**src/hw/sdcd_regs.svh**
```systemverilog
`ifndef SDCD_REGS_SVH
`define SDCD_REGS_SVH
// ----------------------------------------
// Command codes on {cs_n, ras_n, cas_n, we_n}
// ----------------------------------------
`define SDCD_CODE_NOP 4'h7
`define SDCD_CODE_ACT 4'h3
`define SDCD_CODE_PRE 4'h2
`define SDCD_CODE_RD 4'h5
`define SDCD_CODE_WR 4'h4
`define SDCD_CODE_MRS 4'h0
`define SDCD_CODE_REF 4'h1
`define SDCD_CODE_BST 4'h6
// ----------------------------------------
// Widths and reset values
// ----------------------------------------
`define SDCD_BANKS 4
`define SDCD_BANK_RST 4'h0
`define SDCD_SYNC_RST 8'h00
`endif

```
**src/hw/sdcd_pkg.sv**
```systemverilog
package sdcd_pkg;
   typedef enum logic [2:0] {
      SDCD_ST_NORMAL = 3'b000,
      SDCD_ST_SUSPEND = 3'b001,
      SDCD_ST_POWERDN = 3'b010,
      SDCD_ST_SELFREF = 3'b011
   } sdcd_state_t;
   typedef enum logic [3:0] {
      SDCD_CMD_NONE = 4'h0,
      SDCD_CMD_NOP = 4'h1,
      SDCD_CMD_ACT = 4'h2,
      SDCD_CMD_PRE = 4'h3,
      SDCD_CMD_PREALL = 4'h4,
      SDCD_CMD_RD = 4'h5,
      SDCD_CMD_RDA = 4'h6,
      SDCD_CMD_WR = 4'h7,
      SDCD_CMD_WRA = 4'h8,
      SDCD_CMD_MRS = 4'h9,
      SDCD_CMD_REF = 4'hA,
      SDCD_CMD_BST = 4'hB,
      SDCD_CMD_SREF = 4'hC
   } sdcd_cmd_t;
endpackage

```
**src/hw/sdcd_sync.sv**
```systemverilog
`timescale 1ns/1ps
// ----------------------------------------
// Two-stage input synchroniser
// ----------------------------------------
module sdcd_sync #(
   parameter int WIDTH = 8
) (
   input wire logic clk_i,
   input wire logic rst_i,
   input wire logic [WIDTH-1:0] d_i,
   output logic [WIDTH-1:0] q_o
);
   logic [WIDTH-1:0] meta;
   always_ff @(posedge clk_i or posedge rst_i) begin
      if (rst_i) begin
         meta <= '0;
         q_o <= '0;
      end else begin
         meta <= d_i;
         q_o <= meta;
      end
   end
endmodule // sdcd_sync

```
**src/hw/sdcd_decode.sv**
```systemverilog
`timescale 1ns/1ps
`include "sdcd_regs.svh"
// Operation
// Controller sends no-operation when idle.
// Select low, strobes high decodes no-operation.
// No-operation never ends running burst.
// Select high is deselect, strobes ignored.
// Controller holds clock gate high normally.
// Gate low with bank active suspends.
// Suspend begins one clock after sampling.
// Commands ignored while suspended.
// Suspend exits one clock after gate high.
// Inputs captured on rising edges only.
// Decode uses current and previous gate.
// Read or write, flag selects auto-precharge.
// Controller accesses only active banks.
// Activate, mode set, refresh need idle.
// Burst stop only during full-page burst.
// Suspend entry ignores all other pins; here a refresh code with no bank open gives self refresh.
// Power-down entry/exit with deselect or nop.
// Power-down request in burst suspends instead.
// Precharge closes one or all banks.
// Self refresh entry, gate held low.
// Controller sends nop after power-down exit.
// Byte mask gates write and output drive.
// Undefined combinations change nothing.
module sdcd_decode
   import sdcd_pkg::*;
#(
   parameter int BANKS = `SDCD_BANKS
) (
   input wire logic CLK_I,
   input wire logic RST_I,
   input wire logic CHIP_SELECT_N_I,
   input wire logic ROW_STROBE_N_I,
   input wire logic COLUMN_STROBE_N_I,
   input wire logic WRITE_STROBE_N_I,
   input wire logic CLOCK_GATE_IN_I,
   input wire logic BANK_SEL_0_I,
   input wire logic BANK_SEL_1_I,
   input wire logic PRECHARGE_FLAG_ADDR_I,
   input wire logic BYTE_MASK_I,
   input wire logic BURST_ACTIVE_I,
   input wire logic FULL_PAGE_I,
   output sdcd_cmd_t CMD_O,
   output logic [1:0] CMD_BANK_O,
   output logic [3:0] BANK_OPEN_O,
   output sdcd_state_t STATE_O,
   output logic RUN_O,
   output logic DATA_EN_O
);
   // ----------------------------------------
   // Pin capture
   // ----------------------------------------
   // Pins cross into this clock through two stages; the extra latency is
   // uniform across every pin so command alignment is preserved.
   logic [7:0] pins;
   logic cke_prev;
   logic burst_s;
   logic fullpg_s;
   // rising-edge capture
   sdcd_sync #(.WIDTH(8)) u_sync_pins (
      .clk_i(CLK_I),
      .rst_i(RST_I),
      .d_i({CHIP_SELECT_N_I, ROW_STROBE_N_I, COLUMN_STROBE_N_I, WRITE_STROBE_N_I,
            CLOCK_GATE_IN_I, BANK_SEL_1_I, BANK_SEL_0_I, PRECHARGE_FLAG_ADDR_I}),
      .q_o(pins)
   );
   sdcd_sync #(.WIDTH(2)) u_sync_misc (
      .clk_i(CLK_I),
      .rst_i(RST_I),
      .d_i({BURST_ACTIVE_I, FULL_PAGE_I}),
      .q_o({burst_s, fullpg_s})
   );
   // The byte mask is a pin too, so it gets the same two stages as the command pins.
   logic [1:0] mask_pipe;
   wire [3:0] code = pins[7:4];
   wire cke_now = pins[3];
   wire [1:0] bank = pins[2:1];
   wire a10 = pins[0];
   wire cs_n = pins[7];

   // ----------------------------------------
   // Decode
   // ----------------------------------------
   sdcd_state_t state;
   logic [3:0] bank_open;
   wire any_open = |bank_open;
   wire idle = ~any_open;
   wire bank_is_open = bank_open[bank];
   // gate history decode
   wire cke_hh = cke_prev & cke_now;
   wire cke_fall = cke_prev & ~cke_now;
   wire cke_rise = ~cke_prev & cke_now;
   // no-operation code
   wire is_nop = ~cs_n & (code == `SDCD_CODE_NOP);
   // deselect ignores strobes
   wire is_quiet = cs_n | is_nop;
   wire normal = (state == SDCD_ST_NORMAL);
   // suspend entry, pins ignored
   // burst forces suspend
   wire go_suspend = normal & cke_fall & (any_open | burst_s);
   // power-down entry
   wire go_powerdn = normal & cke_fall & idle & ~burst_s & is_quiet;
   // self refresh entry
   wire go_selfref = normal & cke_fall & idle & (code == `SDCD_CODE_REF);
   wire cmd_ok = normal & cke_prev & ~cs_n;

   function automatic logic [3:0] onehot(input logic [1:0] b);
      onehot = 4'h1 << b;
   endfunction

   logic [3:0] next_cmd;
   logic [3:0] next_open;
   always_comb begin
      next_cmd = SDCD_CMD_NONE;
      next_open = bank_open;
      if (normal & cke_prev & is_nop) begin
         // nop keeps burst
         next_cmd = SDCD_CMD_NOP;
      end else if (cmd_ok) begin
         unique case (code)
            // idle-only commands
            `SDCD_CODE_ACT: if (~bank_is_open) begin
               next_cmd = SDCD_CMD_ACT;
               next_open = bank_open | onehot(bank);
            end
            `SDCD_CODE_MRS: if (idle) next_cmd = SDCD_CMD_MRS;
            `SDCD_CODE_REF: if (idle & cke_hh) next_cmd = SDCD_CMD_REF;
            // precharge one or all
            `SDCD_CODE_PRE: begin
               next_cmd = a10 ? SDCD_CMD_PREALL : SDCD_CMD_PRE;
               next_open = a10 ? `SDCD_BANK_RST : (bank_open & ~onehot(bank));
            end
            // read or write select
            `SDCD_CODE_RD: if (bank_is_open) next_cmd = a10 ? SDCD_CMD_RDA : SDCD_CMD_RD;
            `SDCD_CODE_WR: if (bank_is_open) next_cmd = a10 ? SDCD_CMD_WRA : SDCD_CMD_WR;
            // burst stop in full page
            `SDCD_CODE_BST: if (burst_s & fullpg_s) next_cmd = SDCD_CMD_BST;
            // undefined has no effect
            default: next_cmd = SDCD_CMD_NONE;
         endcase
      end
   end

   // ----------------------------------------
   // State machine
   // ----------------------------------------
   sdcd_state_t next_state;
   always_comb begin
      next_state = state;
      unique case (state)
         // enter clock suspend
         SDCD_ST_NORMAL: begin
            if (go_selfref) next_state = SDCD_ST_SELFREF;
            else if (go_suspend) next_state = SDCD_ST_SUSPEND;
            else if (go_powerdn) next_state = SDCD_ST_POWERDN;
         end
         // leave suspend on gate high
         SDCD_ST_SUSPEND: if (cke_rise) next_state = SDCD_ST_NORMAL;
         // exit with quiet bus
         SDCD_ST_POWERDN: if (cke_rise & is_quiet) next_state = SDCD_ST_NORMAL;
         SDCD_ST_SELFREF: if (cke_now) next_state = SDCD_ST_NORMAL;
         default: next_state = SDCD_ST_NORMAL;
      endcase
   end

   // mask gates data
   wire next_data_en = any_open & ~mask_pipe[1] & normal;

   always_ff @(posedge CLK_I or posedge RST_I) begin
      if (RST_I) begin
         cke_prev <= 1'b0;
         state <= SDCD_ST_NORMAL;
         bank_open <= `SDCD_BANK_RST;
         mask_pipe <= 2'h0;
         CMD_O <= SDCD_CMD_NONE;
         CMD_BANK_O <= 2'h0;
         BANK_OPEN_O <= `SDCD_BANK_RST;
         STATE_O <= SDCD_ST_NORMAL;
         RUN_O <= 1'b1;
         DATA_EN_O <= 1'b0;
      end else begin
         cke_prev <= cke_now;
         mask_pipe <= {mask_pipe[0], BYTE_MASK_I};
         state <= next_state;
         // commands ignored while suspended
         bank_open <= next_open;
         CMD_O <= sdcd_cmd_t'(next_cmd);
         CMD_BANK_O <= bank;
         BANK_OPEN_O <= next_open;
         STATE_O <= next_state;
         // suspend one clock later
         RUN_O <= (next_state == SDCD_ST_NORMAL);
         DATA_EN_O <= next_data_en;
      end
   end

   // ----------------------------------------
   // Checks
   // ----------------------------------------
   AST_NOP_DECODE: assert property (@(posedge CLK_I) disable iff (RST_I)
      (normal && cke_prev && is_nop) |=> (CMD_O == SDCD_CMD_NOP))
      else $error("nop not decoded");
   AST_DESELECT: assert property (@(posedge CLK_I) disable iff (RST_I)
      cs_n |=> (CMD_O == SDCD_CMD_NONE) && $stable(BANK_OPEN_O))
      else $error("deselect had effect");
   AST_SUSP_ENTRY: assert property (@(posedge CLK_I) disable iff (RST_I)
      (normal && cke_fall && any_open) |=> (STATE_O == SDCD_ST_SUSPEND) && !RUN_O)
      else $error("suspend not entered");
   AST_SUSP_IGNORE: assert property (@(posedge CLK_I) disable iff (RST_I)
      (state == SDCD_ST_SUSPEND) |=> (CMD_O == SDCD_CMD_NONE) && $stable(BANK_OPEN_O))
      else $error("command in suspend");
   AST_SUSP_EXIT: assert property (@(posedge CLK_I) disable iff (RST_I)
      (state == SDCD_ST_SUSPEND && cke_rise) |=> RUN_O ##1 (state == SDCD_ST_NORMAL))
      else $error("suspend exit late");
   AST_READ_AP: assert property (@(posedge CLK_I) disable iff (RST_I)
      (cmd_ok && code == `SDCD_CODE_RD && bank_is_open && a10) |=> CMD_O == SDCD_CMD_RDA)
      else $error("read autoprecharge lost");
   AST_PRE_ALL: assert property (@(posedge CLK_I) disable iff (RST_I)
      (cmd_ok && code == `SDCD_CODE_PRE && a10) |=> BANK_OPEN_O == 4'h0)
      else $error("precharge all failed");
   AST_PD_ENTRY: assert property (@(posedge CLK_I) disable iff (RST_I)
      (normal && cke_fall && idle && cs_n && !burst_s) |=> STATE_O == SDCD_ST_POWERDN)
      else $error("power-down not entered");
   AST_BURST_SUSP: assert property (@(posedge CLK_I) disable iff (RST_I)
      (normal && cke_fall && idle && is_quiet && burst_s) |=> STATE_O == SDCD_ST_SUSPEND)
      else $error("burst power-down did not suspend");
   AST_MASK: assert property (@(posedge CLK_I) disable iff (RST_I)
      (mask_pipe[1]) |=> !DATA_EN_O)
      else $error("mask ignored");
endmodule // sdcd_decode

```
**config.mk**
```make
export PLATFORM = sky130hd
export DESIGN_NAME = sdcd_decode
export DESIGN_NICKNAME = d
export VERILOG_FILES = /design/src/hw/sdcd_pkg.sv /design/src/hw/sdcd_sync.sv /design/src/hw/sdcd_decode.sv
export VERILOG_INCLUDE_DIRS = /design/src /design/src/hw
export SDC_FILE = /design/constraint.sdc
export NUM_CORES = 1
export LEC_CHECK = 0
export ABC_AREA = 0
export BUFFER_PORTS_ARGS = -buffer_cell sky130_fd_sc_hd__buf_2
export CORE_UTILIZATION = 48
export CTS_CLUSTER_DIAMETER = 30
export DETAILED_ROUTE_END_ITERATION = 10
export HOLD_SLACK_MARGIN = 0.15
export PLACE_DENSITY = 0.74
export REMOVE_ABC_BUFFERS = 1
export SLEW_MARGIN = 25
export SYNTH_ARGS = -nofsm -noshare
export SYNTH_HDL_FRONTEND = slang
export SYNTH_SLANG_ARGS = --single-unit
```
**constraint.sdc**
```tcl
create_clock -name CLK_I -period 1.7 [get_ports CLK_I]
set_clock_uncertainty 0.1 [all_clocks]
set_input_delay 0.34 -clock CLK_I [delete_from_list [all_inputs] [get_ports CLK_I]]
set_output_delay 0.34 -clock CLK_I [all_outputs]
set_load 0.02 [all_outputs]
```
# ---- After elaboration in Yosys (flattened, before gate mapping)
# Index checks and enable logic that the tools add are counted.
dict set report classes {
  order_cmp 1
  n_eq_ne 11
  shift 1
  mux 24
  n_bitwise 30
  n_reduce_logical 6
}
# operator count
set ops {}
lappend ops {{4-bit 2-to-1 mux} 9}
lappend ops {{4-bit one-hot mux with 7 select lines} 1}
lappend ops {{3-bit 2-to-1 mux} 8}
lappend ops {{1-bit AND} 18}
lappend ops {{4-bit by 3-bit == test with 1-bit output (second input constant)} 4}
lappend ops {{3-bit one-hot mux with 4 select lines} 1}
lappend ops {{4-bit by 2-bit == test with 1-bit output (second input constant)} 2}
lappend ops {{4-bit one-hot mux with 2 select lines} 1}
lappend ops {{1-bit inverter} 7}
lappend ops {{3-bit by 2-bit == test with 1-bit output (second input constant)} 2}
lappend ops {{3-bit logical NOT} 2}
lappend ops {{4-bit AND} 1}
lappend ops {{4-bit by 1-bit == test with 1-bit output (second input constant)} 1}
lappend ops {{4-bit logical NOT} 1}
lappend ops {{2-bit 2-to-1 mux} 2}
lappend ops {{4-bit inverter} 1}
lappend ops {{4-bit OR} 1}
lappend ops {{4-bit AND reduction} 1}
lappend ops {{4-bit OR reduction} 1}
lappend ops {{1-bit by 2-bit left shift with 4-bit output (first input constant)} 1}
lappend ops {{3-bit by 1-bit == test with 1-bit output (second input constant)} 1}
lappend ops {{2-bit by 3-bit less-than comparator with 1-bit output (second input constant)} 1}
lappend ops {{1-bit binary-select mux with 2-bit select} 1}
lappend ops {{2-bit != test (second input constant)} 1}
lappend ops {{other kinds (3)} 4}
dict set report totals {
  reg_bits 38
  out_inout_bits 15
  wordCells 85
}

# ---- Longest topological paths before layout
# Gate-level depths: netlist of run 1.
dict set report logic_depth {
  depth_word 11
  mapped_depth 5
  mapped_depth_nobuf 4
}

# ---- Modules after synthesis
# From an unflattened synthesis of run 1, not the netlist that was laid out.
dict set report hier_totals {
  cells_unflattened 113
  hier_area_um2 1411.4
}
# module n_inst cells_per_inst area_per_inst_um2 seq_area_each_um2
set modules_own_cells {}
lappend modules_own_cells {sdcd_decode 1 91 903.4 451.7}
lappend modules_own_cells {{sdcd_sync at u_sync_pins} 1 17 404.1 400.4}
lappend modules_own_cells {{sdcd_sync at u_sync_misc} 1 5 103.8 100.1}

# ---- Least setup slack after synthesis of run 1
# OpenSTA, ideal clock, no wires.
dict set report synth_timing {
  kind {reg2reg}
  startpoint {reg state[1]}
  endpoint {reg bank_open[0]}
  arrival_time_ps 1764
  required_time_ps 1471
  setup_slack_ps -293
  stages_incl_launch_ff 5
  synth_period_minus_slack_ps 1993
  path_cell_list {dfrtp_1 or4b_4 or3_2 o21ai_0 o31ai_1}
}
dict set report synth_between {
  elab_chain_len 5
  word_cells_on_any_way 6
  cone_classes {bitwise (4); reduce/logical (2)}
}
# item line
set synth_lines {}
lappend synth_lines {{start: declaration} sdcd_decode.sv:86} ;# sdcd_state_t state;
lappend synth_lines {{start signal: assignment} sdcd_decode.sv:186} ;# state <= next_state;
lappend synth_lines {{3-bit logical NOT (*)} sdcd_decode.sv:99} ;# wire normal = (state == SDCD_ST_NORMAL);
lappend synth_lines {{1-bit AND (*)} {sdcd_decode.sv:107, sdcd_decode.sv:118}}
lappend synth_lines {{1-bit AND} sdcd_decode.sv:118} ;# if (normal & cke_prev & is_nop) begin
lappend synth_lines {{1-bit inverter (no source line)} -}
lappend synth_lines {{4-bit AND reduction (no source line) (*)} -}
lappend synth_lines {{end signal: assignment} sdcd_decode.sv:175} ;# bank_open <= `SDCD_BANK_RST;
lappend synth_lines {{end signal: assignment} sdcd_decode.sv:188} ;# bank_open <= next_open;
lappend synth_lines {{end: declaration} sdcd_decode.sv:87} ;# logic [3:0] bank_open;
# Mark *: on every way between the ends. The rest lies on a longest branch, timed or not.
# A chain may end at the register's enable or synchronous reset.

# ---- Worst setup path in the final report of run 1
dict set report layout_timing {
  startpoint {reg bank_open[3]}
  endpoint {reg bank_open[0]}
}
dict set report layout_between {
  elab_chain_len 4
}
# item line
set layout_lines {}
lappend layout_lines {{1-bit binary-select mux with 2-bit select} sdcd_decode.sv:90} ;# wire bank_is_open = bank_open[bank];
lappend layout_lines {{1-bit 2-to-1 mux (not written as such)} sdcd_decode.sv:90}
lappend layout_lines {{2-bit != test (no source line)} -}
lappend layout_lines {{4-bit AND reduction (no source line)} -}
# Every way passes these cells. The select of a mux whose other input is x is not followed.

==> flow_summary.rst, run 1 <==
.. list-table::
   :header-rows: 1

   * - Metric
     - Value
   * - Final design utilization
     - 74.44%
   * - Setup repair after global routing missed its margin
     - true
   * - Synthesized flop and latch total
     - 38
   * - Required time worst endpoint
     - 1.86 ns
   * - Maximum level of the CTS H-tree
     - 2
   * - Overflow after GRT
     - 0
   * - Worst-case setup slack after placement
     - -0.2619 ns
   * - Effective utilization at floorplan
     - 51.65%
   * - Status
     - finished with violations
   * - Length in cells of the worst reg-to-reg path
     - 3
   * - Number of design-rule violations left by the first detailed-router iteration
     - 32
   * - Distinct cell type count of the synthesized netlist
     - 37
   * - Cell area after synthesis
     - 1449 µm²
   * - Hold violation count in the final report
     - 0
   * - Post-route minimum period
     - 1.935 ns
   * - Overall routed net length
     - 3.114 mm
   * - Number of nets in the finished design
     - 190
   * - Total via count in the routed design
     - 1,177
   * - Setup tns final
     - -1.358 ns
   * - Global-route usage over all layers
     - 19.87%
   * - Hold wc startpoint
     - u_sync_pins.meta[1]$_DFF_PP0_
   * - Avg WL per Cell
     - 14.90 µm
   * - DR pass1 iterations
     - 7
   * - Fraction of the yosys area taken by sequential cells
     - 65.72%
   * - Count of boundary I/O pins
     - 28
   * - Antenna Violating Nets Remaining
     - 0
   * - Area growth from synthesis to final layout
     - 44.13%
   * - Number of synthesized flops with an enable pin
     - 0
   * - Synth Instances
     - 117
   * - Post-route worst setup slack
     - -0.2347 ns
   * - Yosys top cell by area
     - sky130_fd_sc_hd__dfrtp_1
   * - Slowest stage cell on the critical path
     - sky130_fd_sc_hd__or4_4
   * - Critical path startpoint category
     - flop
   * - Die area
     - 3242 µm²
   * - Max-cap viol count
     - 0
   * - Worst supply voltage drop on vdd
     - 672.4 µV
   * - Count of pins over their slew limit
     - 0
   * - Cell chain of the critical path
     - mux4_2 -> or4_4 -> o31ai_4
   * - Ranking of synthesized cells by instance count
     - sky130_fd_sc_hd__dfrtp_1 (37), sky130_fd_sc_hd__a21oi_1 (10), sky130_fd_sc_hd__inv_1 (6), sky130_fd_sc_hd__o31ai_1 (6)
   * - Number of antenna violations at the first check in global routing
     - 0
   * - Type of the worst min-delay path
     - reg2reg
   * - Destination of the worst register-to-register timing path
     - bank_open[0]$_DFFE_PP0P_
   * - Start-to-end type of the worst setup path
     - reg2reg
   * - CP endpoint kind
     - flop
   * - Ratio of cells with drive above 1 in the final layout
     - 43.26%
   * - Worst endpoint data arrival time
     - 2.09 ns
   * - Half-perimeter wire length after placement
     - 1.956 mm
   * - Vias per inst
     - 5.632
   * - Clock insertion delay at the later pin of the skew report
     - 0.34 ns
   * - Largest net degree at the start of global routing
     - 22
   * - Global-route wire length before repair
     - 4.733 mm
   * - DRC violations left
     - 2
   * - Die width
     - 56.94 µm
   * - Area contributors post-synth
     - sky130_fd_sc_hd__dfrtp_1 (64%), sky130_fd_sc_hd__a21oi_1 (3.5%), sky130_fd_sc_hd__o31ai_1 (3.1%)
   * - Weighted congestion at the end of routability-driven global placement
     - 0.9081
   * - Final setup violating endpoints
     - 8
   * - Depth of the worst hold-timing path
     - 0
   * - Warnings from Yosys
     - 0
   * - Peak fanout along the critical path
     - 5
   * - Area of the core region
     - 2805 µm²
   * - Cell area power density
     - 929.2 nW/µm²
   * - Most frequent cell after synthesis
     - sky130_fd_sc_hd__dfrtp_1
   * - Worst hold path endpoint
     - u_sync_pins.q_o[1]$_DFF_PP0_
   * - Root buffer cell
     - sky130_fd_sc_hd__clkbuf_4
   * - Buffer levels on the longest clock path
     - 2
   * - Failing checks
     - design-rule violations, negative setup slack
   * - Most used DFF post-synth
     - sky130_fd_sc_hd__dfrtp_1
   * - Row Count
     - 19
   * - Worst-case register-to-register setup slack
     - -0.23 ns
   * - Proportion of netlist area held by the largest area contributor
     - 63.90%
   * - Leak pwr
     - 0.0009543 µW
   * - Post-route fraction of the period consumed by the critical path
     - 113.8%
   * - Max incr delay on CP
     - 0.60 ns
   * - Clock tree from TritonCTS
     - done
   * - Ant diodes
     - 0
   * - Die height
     - 56.94 µm
   * - Clk sinks
     - 38
   * - Count of buffers inserted at the top-level ports
     - 27
   * - Via count of the first global-routing pass
     - 1,086
   * - Beginning of the worst register-to-register path
     - bank_open[3]$_DFFE_PP0P_
   * - Clock-pin slew on the worst setup and hold paths
     - 0.11 ns
   * - Share of async-settable or async-resettable flops after synthesis
     - 100.0%
   * - Achievable Freq
     - 0.5169 GHz
   * - CTS Buf Count
     - 5
   * - Mean instance size in the synthesized netlist
     - 12.38 µm²
-- worst max-delay path: cells and delay by family (launching register included) --
kind / cells / cell delay, ns
multiplexers: 1 / 0.51
AO/OA/AOI/OAI: 1 / 0.21
flip-flops: 1 / 0.43
AND/OR/NAND/NOR: 1 / 0.60
-- cell families (layout without fill, tap and decap cells) --
| family | count (synthesis) | after routing | share of synthesized area (%) |
|---|---|---|---|
| mux | 1 | 1 | 1.554 |
| simple gates | 33 | 33 | 14.68 |
| other cells | 1 | 1 | 0.2588 |
| buf+inv | 11 | 72 | 2.935 |
| flops | 38 | 38 | 65.72 |
| compound gates | 33 | 33 | 14.85 |
-- flip-flops by register name, indices dropped and copies added (netlist names), 2 cells and up --
signal / flops
CMD_BANK_O: 2
mask_pipe: 2
CMD_O: 4
state: 3
u_sync_pins.meta: 8
u_sync_misc.meta: 2
u_sync_pins.q_o: 8
bank_open: 4
u_sync_misc.q_o: 2
-- through the flow --
step	std cells	instance area (µm²)	total power, µW	hold WS, ns
6_report	209	2088	1940	0.2606
5_1_grt	209	2088	2022	0.2711
4_1_cts	207	2004	1905	0.2632
3_5_place_dp	187	1743	1247	0.2371
3_3_place_gp	187	1743	1239	0.2317
2_1_floorplan	112	1429	1132	0.2312
-- layout by cell type, fill, tap and decap left out, types with 2 or more instances in the layout --
| cell | count |
|---|---|
| sky130_fd_sc_hd__o21ai_4 | 2 |
| sky130_fd_sc_hd__a311oi_1 | 2 |
| sky130_fd_sc_hd__a21boi_0 | 2 |
| sky130_fd_sc_hd__o31ai_1 | 3 |
| sky130_fd_sc_hd__buf_6 | 2 |
| sky130_fd_sc_hd__inv_1 | 6 |
| sky130_fd_sc_hd__dlygate4sd3_1 | 12 |
| sky130_fd_sc_hd__dfrtp_1 | 37 |
| sky130_fd_sc_hd__a211oi_2 | 2 |
| sky130_fd_sc_hd__clkinvlp_4 | 2 |
| sky130_fd_sc_hd__a21oi_1 | 9 |
| sky130_fd_sc_hd__nor2_1 | 4 |
| sky130_fd_sc_hd__o21ai_0 | 2 |
| sky130_fd_sc_hd__buf_4 | 16 |
| sky130_fd_sc_hd__buf_2 | 27 |
| sky130_fd_sc_hd__nand2b_1 | 3 |
| sky130_fd_sc_hd__nand2_1 | 3 |
| sky130_fd_sc_hd__or3_4 | 2 |
| sky130_fd_sc_hd__and2_1 | 2 |
| sky130_fd_sc_hd__nor3_1 | 3 |
| sky130_fd_sc_hd__or4_4 | 2 |
| sky130_fd_sc_hd__o31ai_4 | 2 |
| sky130_fd_sc_hd__clkbuf_4 | 5 |
-- routing by layer --
layer / vias up / part of all wire [%] / GRT usage [%] / wire (µm)
met5: - / 0 / 0 / 0
met4: 0 / 4.2 / 10.80 / 132
met3: 13 / 6.0 / 6.349 / 186
met2: 52 / 50 / 32.10 / 1547
met1: 572 / 40 / 23.83 / 1248
li1: 540 / - / - / -
-- power breakdown --
part	total [µW]	internal, µW	switching (µW)
registers	989	955	34.2
logic	347	169	178
clock network	605	308	297
-- how the worst max path moves through the flow --
stage,startpoint,end,slack [ns],cells past startpoint
floorplan,state[1]$_DFF_PP0_,bank_open[0]$_DFFE_PP0P_,-0.29,4
global placement,state[1]$_DFF_PP0_,bank_open[2]$_DFFE_PP0P_,-0.18,4
detailed placement,state[1]$_DFF_PP0_,bank_open[0]$_DFFE_PP0P_,-0.26,4
CTS,state[1]$_DFF_PP0_,bank_open[2]$_DFFE_PP0P_,-0.21,3
global route,state[1]$_DFF_PP0_,bank_open[0]$_DFFE_PP0P_,-0.26,3
finish,bank_open[3]$_DFFE_PP0P_,bank_open[0]$_DFFE_PP0P_,-0.23,3
-- layout make-up --
type	count	area, µm²
Multi-Input combinational cell	68	574.3
Clock buffer	5	37.54
Timing Repair Buffer	58	417.9
Clock inverter	3	45.04
Inverter	6	22.52
Fill cell	178	716.9
Sequential cell	38	952.2
Tap cell	31	38.79
-- what timing repair did --
action	in CTS	in global routing
hold buffers	12	0
cloned	0	0
setup endpoints to repair	11	11
buffers inserted	0	2
pin swaps	1	8
gates resized for setup	16	11
endpoints found under the hold margin	49	0
Note: power is estimated with default switching activity, not from simulation.
==> run 2, diff against run 1 <==
--- a/config.mk
+++ b/config.mk
@@ -8,11 +8,11 @@
 export LEC_CHECK = 0
 export ABC_AREA = 0
 export BUFFER_PORTS_ARGS = -buffer_cell sky130_fd_sc_hd__buf_2
-export CORE_UTILIZATION = 48
+export CORE_UTILIZATION = 49
 export CTS_CLUSTER_DIAMETER = 30
 export DETAILED_ROUTE_END_ITERATION = 10
 export HOLD_SLACK_MARGIN = 0.15
-export PLACE_DENSITY = 0.74
+export PLACE_DENSITY = 0.72
 export REMOVE_ABC_BUFFERS = 1
 export SLEW_MARGIN = 25
 export SYNTH_ARGS = -nofsm -noshare
==> constraint.sdc (replaced) <==
create_clock -name CLK_I -period 2.07 [get_ports CLK_I]
set_clock_uncertainty 0.1 [all_clocks]
set_input_delay 0.414 -clock CLK_I [delete_from_list [all_inputs] [get_ports CLK_I]]
set_output_delay 0.414 -clock CLK_I [all_outputs]
set_load 0.02 [all_outputs]
==> flow_summary.rst, run 2 (synthesis results as in run 1) <==
.. list-table::
   :header-rows: 1

   * - Metric
     - Value
   * - Effective utilization at floorplan
     - 52.09%
   * - Cell chain of the critical path
     - or4b_4 -> or3_2 -> o21ai_0 -> o31ai_1
   * - Non-filler instance count after layout
     - 198
   * - Root buffer cell
     - sky130_fd_sc_hd__clkbuf_4
   * - Leak pwr
     - 0.0008793 µW
   * - Max-cap viol count
     - 0
   * - Clock insertion delay at the later pin of the skew report
     - 0.34 ns
   * - DRC violations left
     - 0
   * - Count of buffers inserted at the top-level ports
     - 27
   * - Worst supply voltage drop on vdd
     - 724.2 µV
   * - Via count of the first global-routing pass
     - 1,047
   * - CP endpoint kind
     - flop
   * - Required time worst endpoint
     - 2.19 ns
   * - Slowest stage cell on the critical path
     - sky130_fd_sc_hd__or4b_4
   * - Length in cells of the worst reg-to-reg path
     - 4
   * - Buf+Inv Stages, Crit Path
     - 0
   * - Type of the worst min-delay path
     - reg2reg
   * - Total via count in the routed design
     - 1,098
   * - Global-route usage over all layers
     - 18.82%
   * - Start-to-end type of the worst setup path
     - reg2reg
   * - Max incr delay on CP
     - 0.59 ns
   * - Capture point of the worst path
     - bank_open[2]$_DFFE_PP0P_
   * - CP top delay family
     - simple AND/OR/NAND/NOR gates
   * - Clock tree from TritonCTS
     - done
   * - Clk sinks
     - 38
   * - Number of design-rule violations left by the first detailed-router iteration
     - 31
   * - Clock-pin slew on the worst setup and hold paths
     - 0.11 ns
   * - Achievable Freq
     - 0.4907 GHz
   * - Post-route worst setup slack
     - 0.03212 ns
   * - Antenna Violating Nets Remaining
     - 0
   * - Die area
     - 3178 µm²
   * - Worst endpoint data arrival time
     - 2.16 ns
   * - Count of boundary I/O pins
     - 28
   * - Most frequent standard cell in the layout excluding fill and tap cells
     - sky130_fd_sc_hd__dfrtp_1
   * - Number of nets in the finished design
     - 179
   * - Ant diodes
     - 0
   * - Regs by FF count
     - u_sync_pins.meta: 8 flops, u_sync_pins.q_o: 8 flops
   * - Setup repair after global routing missed its margin
     - true
   * - Hold violation count in the final report
     - 0
   * - Worst-case setup slack after placement
     - 0.05530 ns
   * - Vias per inst
     - 5.545
   * - Status
     - finished clean
   * - Critical path startpoint category
     - flop
   * - First element of the critical path
     - state[1]$_DFF_PP0_
   * - Area of the core region
     - 2781 µm²
   * - Number of antenna violations at the first check in global routing
     - 0
   * - Row Count
     - 19
   * - Weighted congestion at the end of routability-driven global placement
     - 0.9403
   * - Overflow after GRT
     - 0
   * - Worst Hold Margin
     - 0.2544 ns
   * - Depth of the critical timing path with buffers and inverters included
     - 4
   * - Count of pins over their slew limit
     - 0
   * - Final setup violating endpoints
     - 0
   * - Area growth from synthesis to final layout
     - 28.41%
   * - Leading cell types in the layout, fill and taps excluded
     - sky130_fd_sc_hd__dfrtp_1 (37), sky130_fd_sc_hd__buf_2 (27), sky130_fd_sc_hd__dlygate4sd3_1 (12), sky130_fd_sc_hd__a21oi_1 (10), sky130_fd_sc_hd__buf_4 (8)
   * - Post-route minimum period
     - 2.038 ns
   * - Inst Count DP
     - 177
   * - CTS Buf Count
     - 5
   * - DR pass1 iterations
     - 4
   * - Peak fanout along the critical path
     - 6
   * - Largest net degree at the start of global routing
     - 39
   * - Die height
     - 56.38 µm
   * - Maximum level of the CTS H-tree
     - 2
   * - Buffer levels on the longest clock path
     - 2
   * - Final design utilization
     - 66.89%
   * - Die width
     - 56.38 µm
   * - Beginning of the worst register-to-register path
     - state[1]$_DFF_PP0_
   * - Ratio of cells with drive above 1 in the final layout
     - 31.14%
   * - Half-perimeter wire length after placement
     - 1.716 mm
   * - Post-route fraction of the period consumed by the critical path
     - 98.45%
   * - Global-route wire length before repair
     - 4.388 mm
   * - Overall routed net length
     - 2.597 mm
   * - Avg WL per Cell
     - 13.12 µm
   * - Cell area power density
     - 797.4 nW/µm²
   * - Post-layout total power
     - 1484 µW
   * - Worst-case register-to-register setup slack
     - 0.03 ns
   * - Destination of the worst register-to-register timing path
     - bank_open[2]$_DFFE_PP0P_
## run 2: cell count changes in the layout (fill, tap and decap cells not counted), sizes merged
cell,delta
clkinv,+2
buf,-11
clkinvlp,-2
## run 2: worst min path at each step
| stage | start | end | cells after the start |
|---|---|---|---|
| after floorplan | mask_pipe[0]$_DFF_PP0_ | mask_pipe[1]$_DFF_PP0_ | 0 |
| after global placement | u_sync_pins.meta[7]$_DFF_PP0_ | u_sync_pins.q_o[7]$_DFF_PP0_ | 0 |
| after detailed placement | u_sync_pins.meta[2]$_DFF_PP0_ | u_sync_pins.q_o[2]$_DFF_PP0_ | 0 |
| after CTS | u_sync_misc.meta[1]$_DFF_PP0_ | u_sync_misc.q_o[1]$_DFF_PP0_ | 0 |
| after global routing | u_sync_misc.meta[0]$_DFF_PP0_ | u_sync_misc.q_o[0]$_DFF_PP0_ | 0 |
| final | mask_pipe[0]$_DFF_PP0_ | mask_pipe[1]$_DFF_PP0_ | 0 |
## run 2: metrics by stage
stage	setup TNS, ns	area (µm²)
after floorplan	0	1429
after global placement	0	1655
after detailed placement	0	1655
after CTS	0	1853
after global routing	-0.04513	1861
final	0	1861
## run 2: timing repair
item,in CTS,in global routing
gates resized for setup,0,3
hold endpoints to repair,48,0
setup endpoints to repair,0,3
buffers inserted,0,1
hold buffers,12,0
## run 2: area by class of cell
type                    instances  area, µm²
clock inverters                 3      40.04
well taps                      31      38.79
flip-flops and latches         38      952.2
repair buffers                 47      315.3
fillers                       211      920.9
clock buffers                   5      37.54
inverters                       6      22.52
multi-input cells              68      454.2
## run 2: worst register-to-register path, delay by kind of cell, from the launching register on
| kind | cells | cell delay, ns |
|---|---|---|
| compound gates | 2 | 0.29 |
| flops | 1 | 0.43 |
| simple gates | 2 | 1.10 |
## run 2: power by group
part           leakage [µW]  switching (µW)  internal (µW)  total (µW)
logic              0.000371             105           89.7         195
registers          0.000464            31.1            784         815
clock network     0.0000450             224            250         474
## run 2: per-layer routing
| metal | vias up | track usage [%] | part of all wire [%] |
|---|---|---|---|
| met1 | 519 | 22.91 | 41 |
| li1 | 528 | - | - |
| met2 | 45 | 29.59 | 50 |
| met5 | - | 0 | 0 |
| met4 | 0 | 9.059 | 2.0 |
| met3 | 6 | 7.143 | 6.3 |
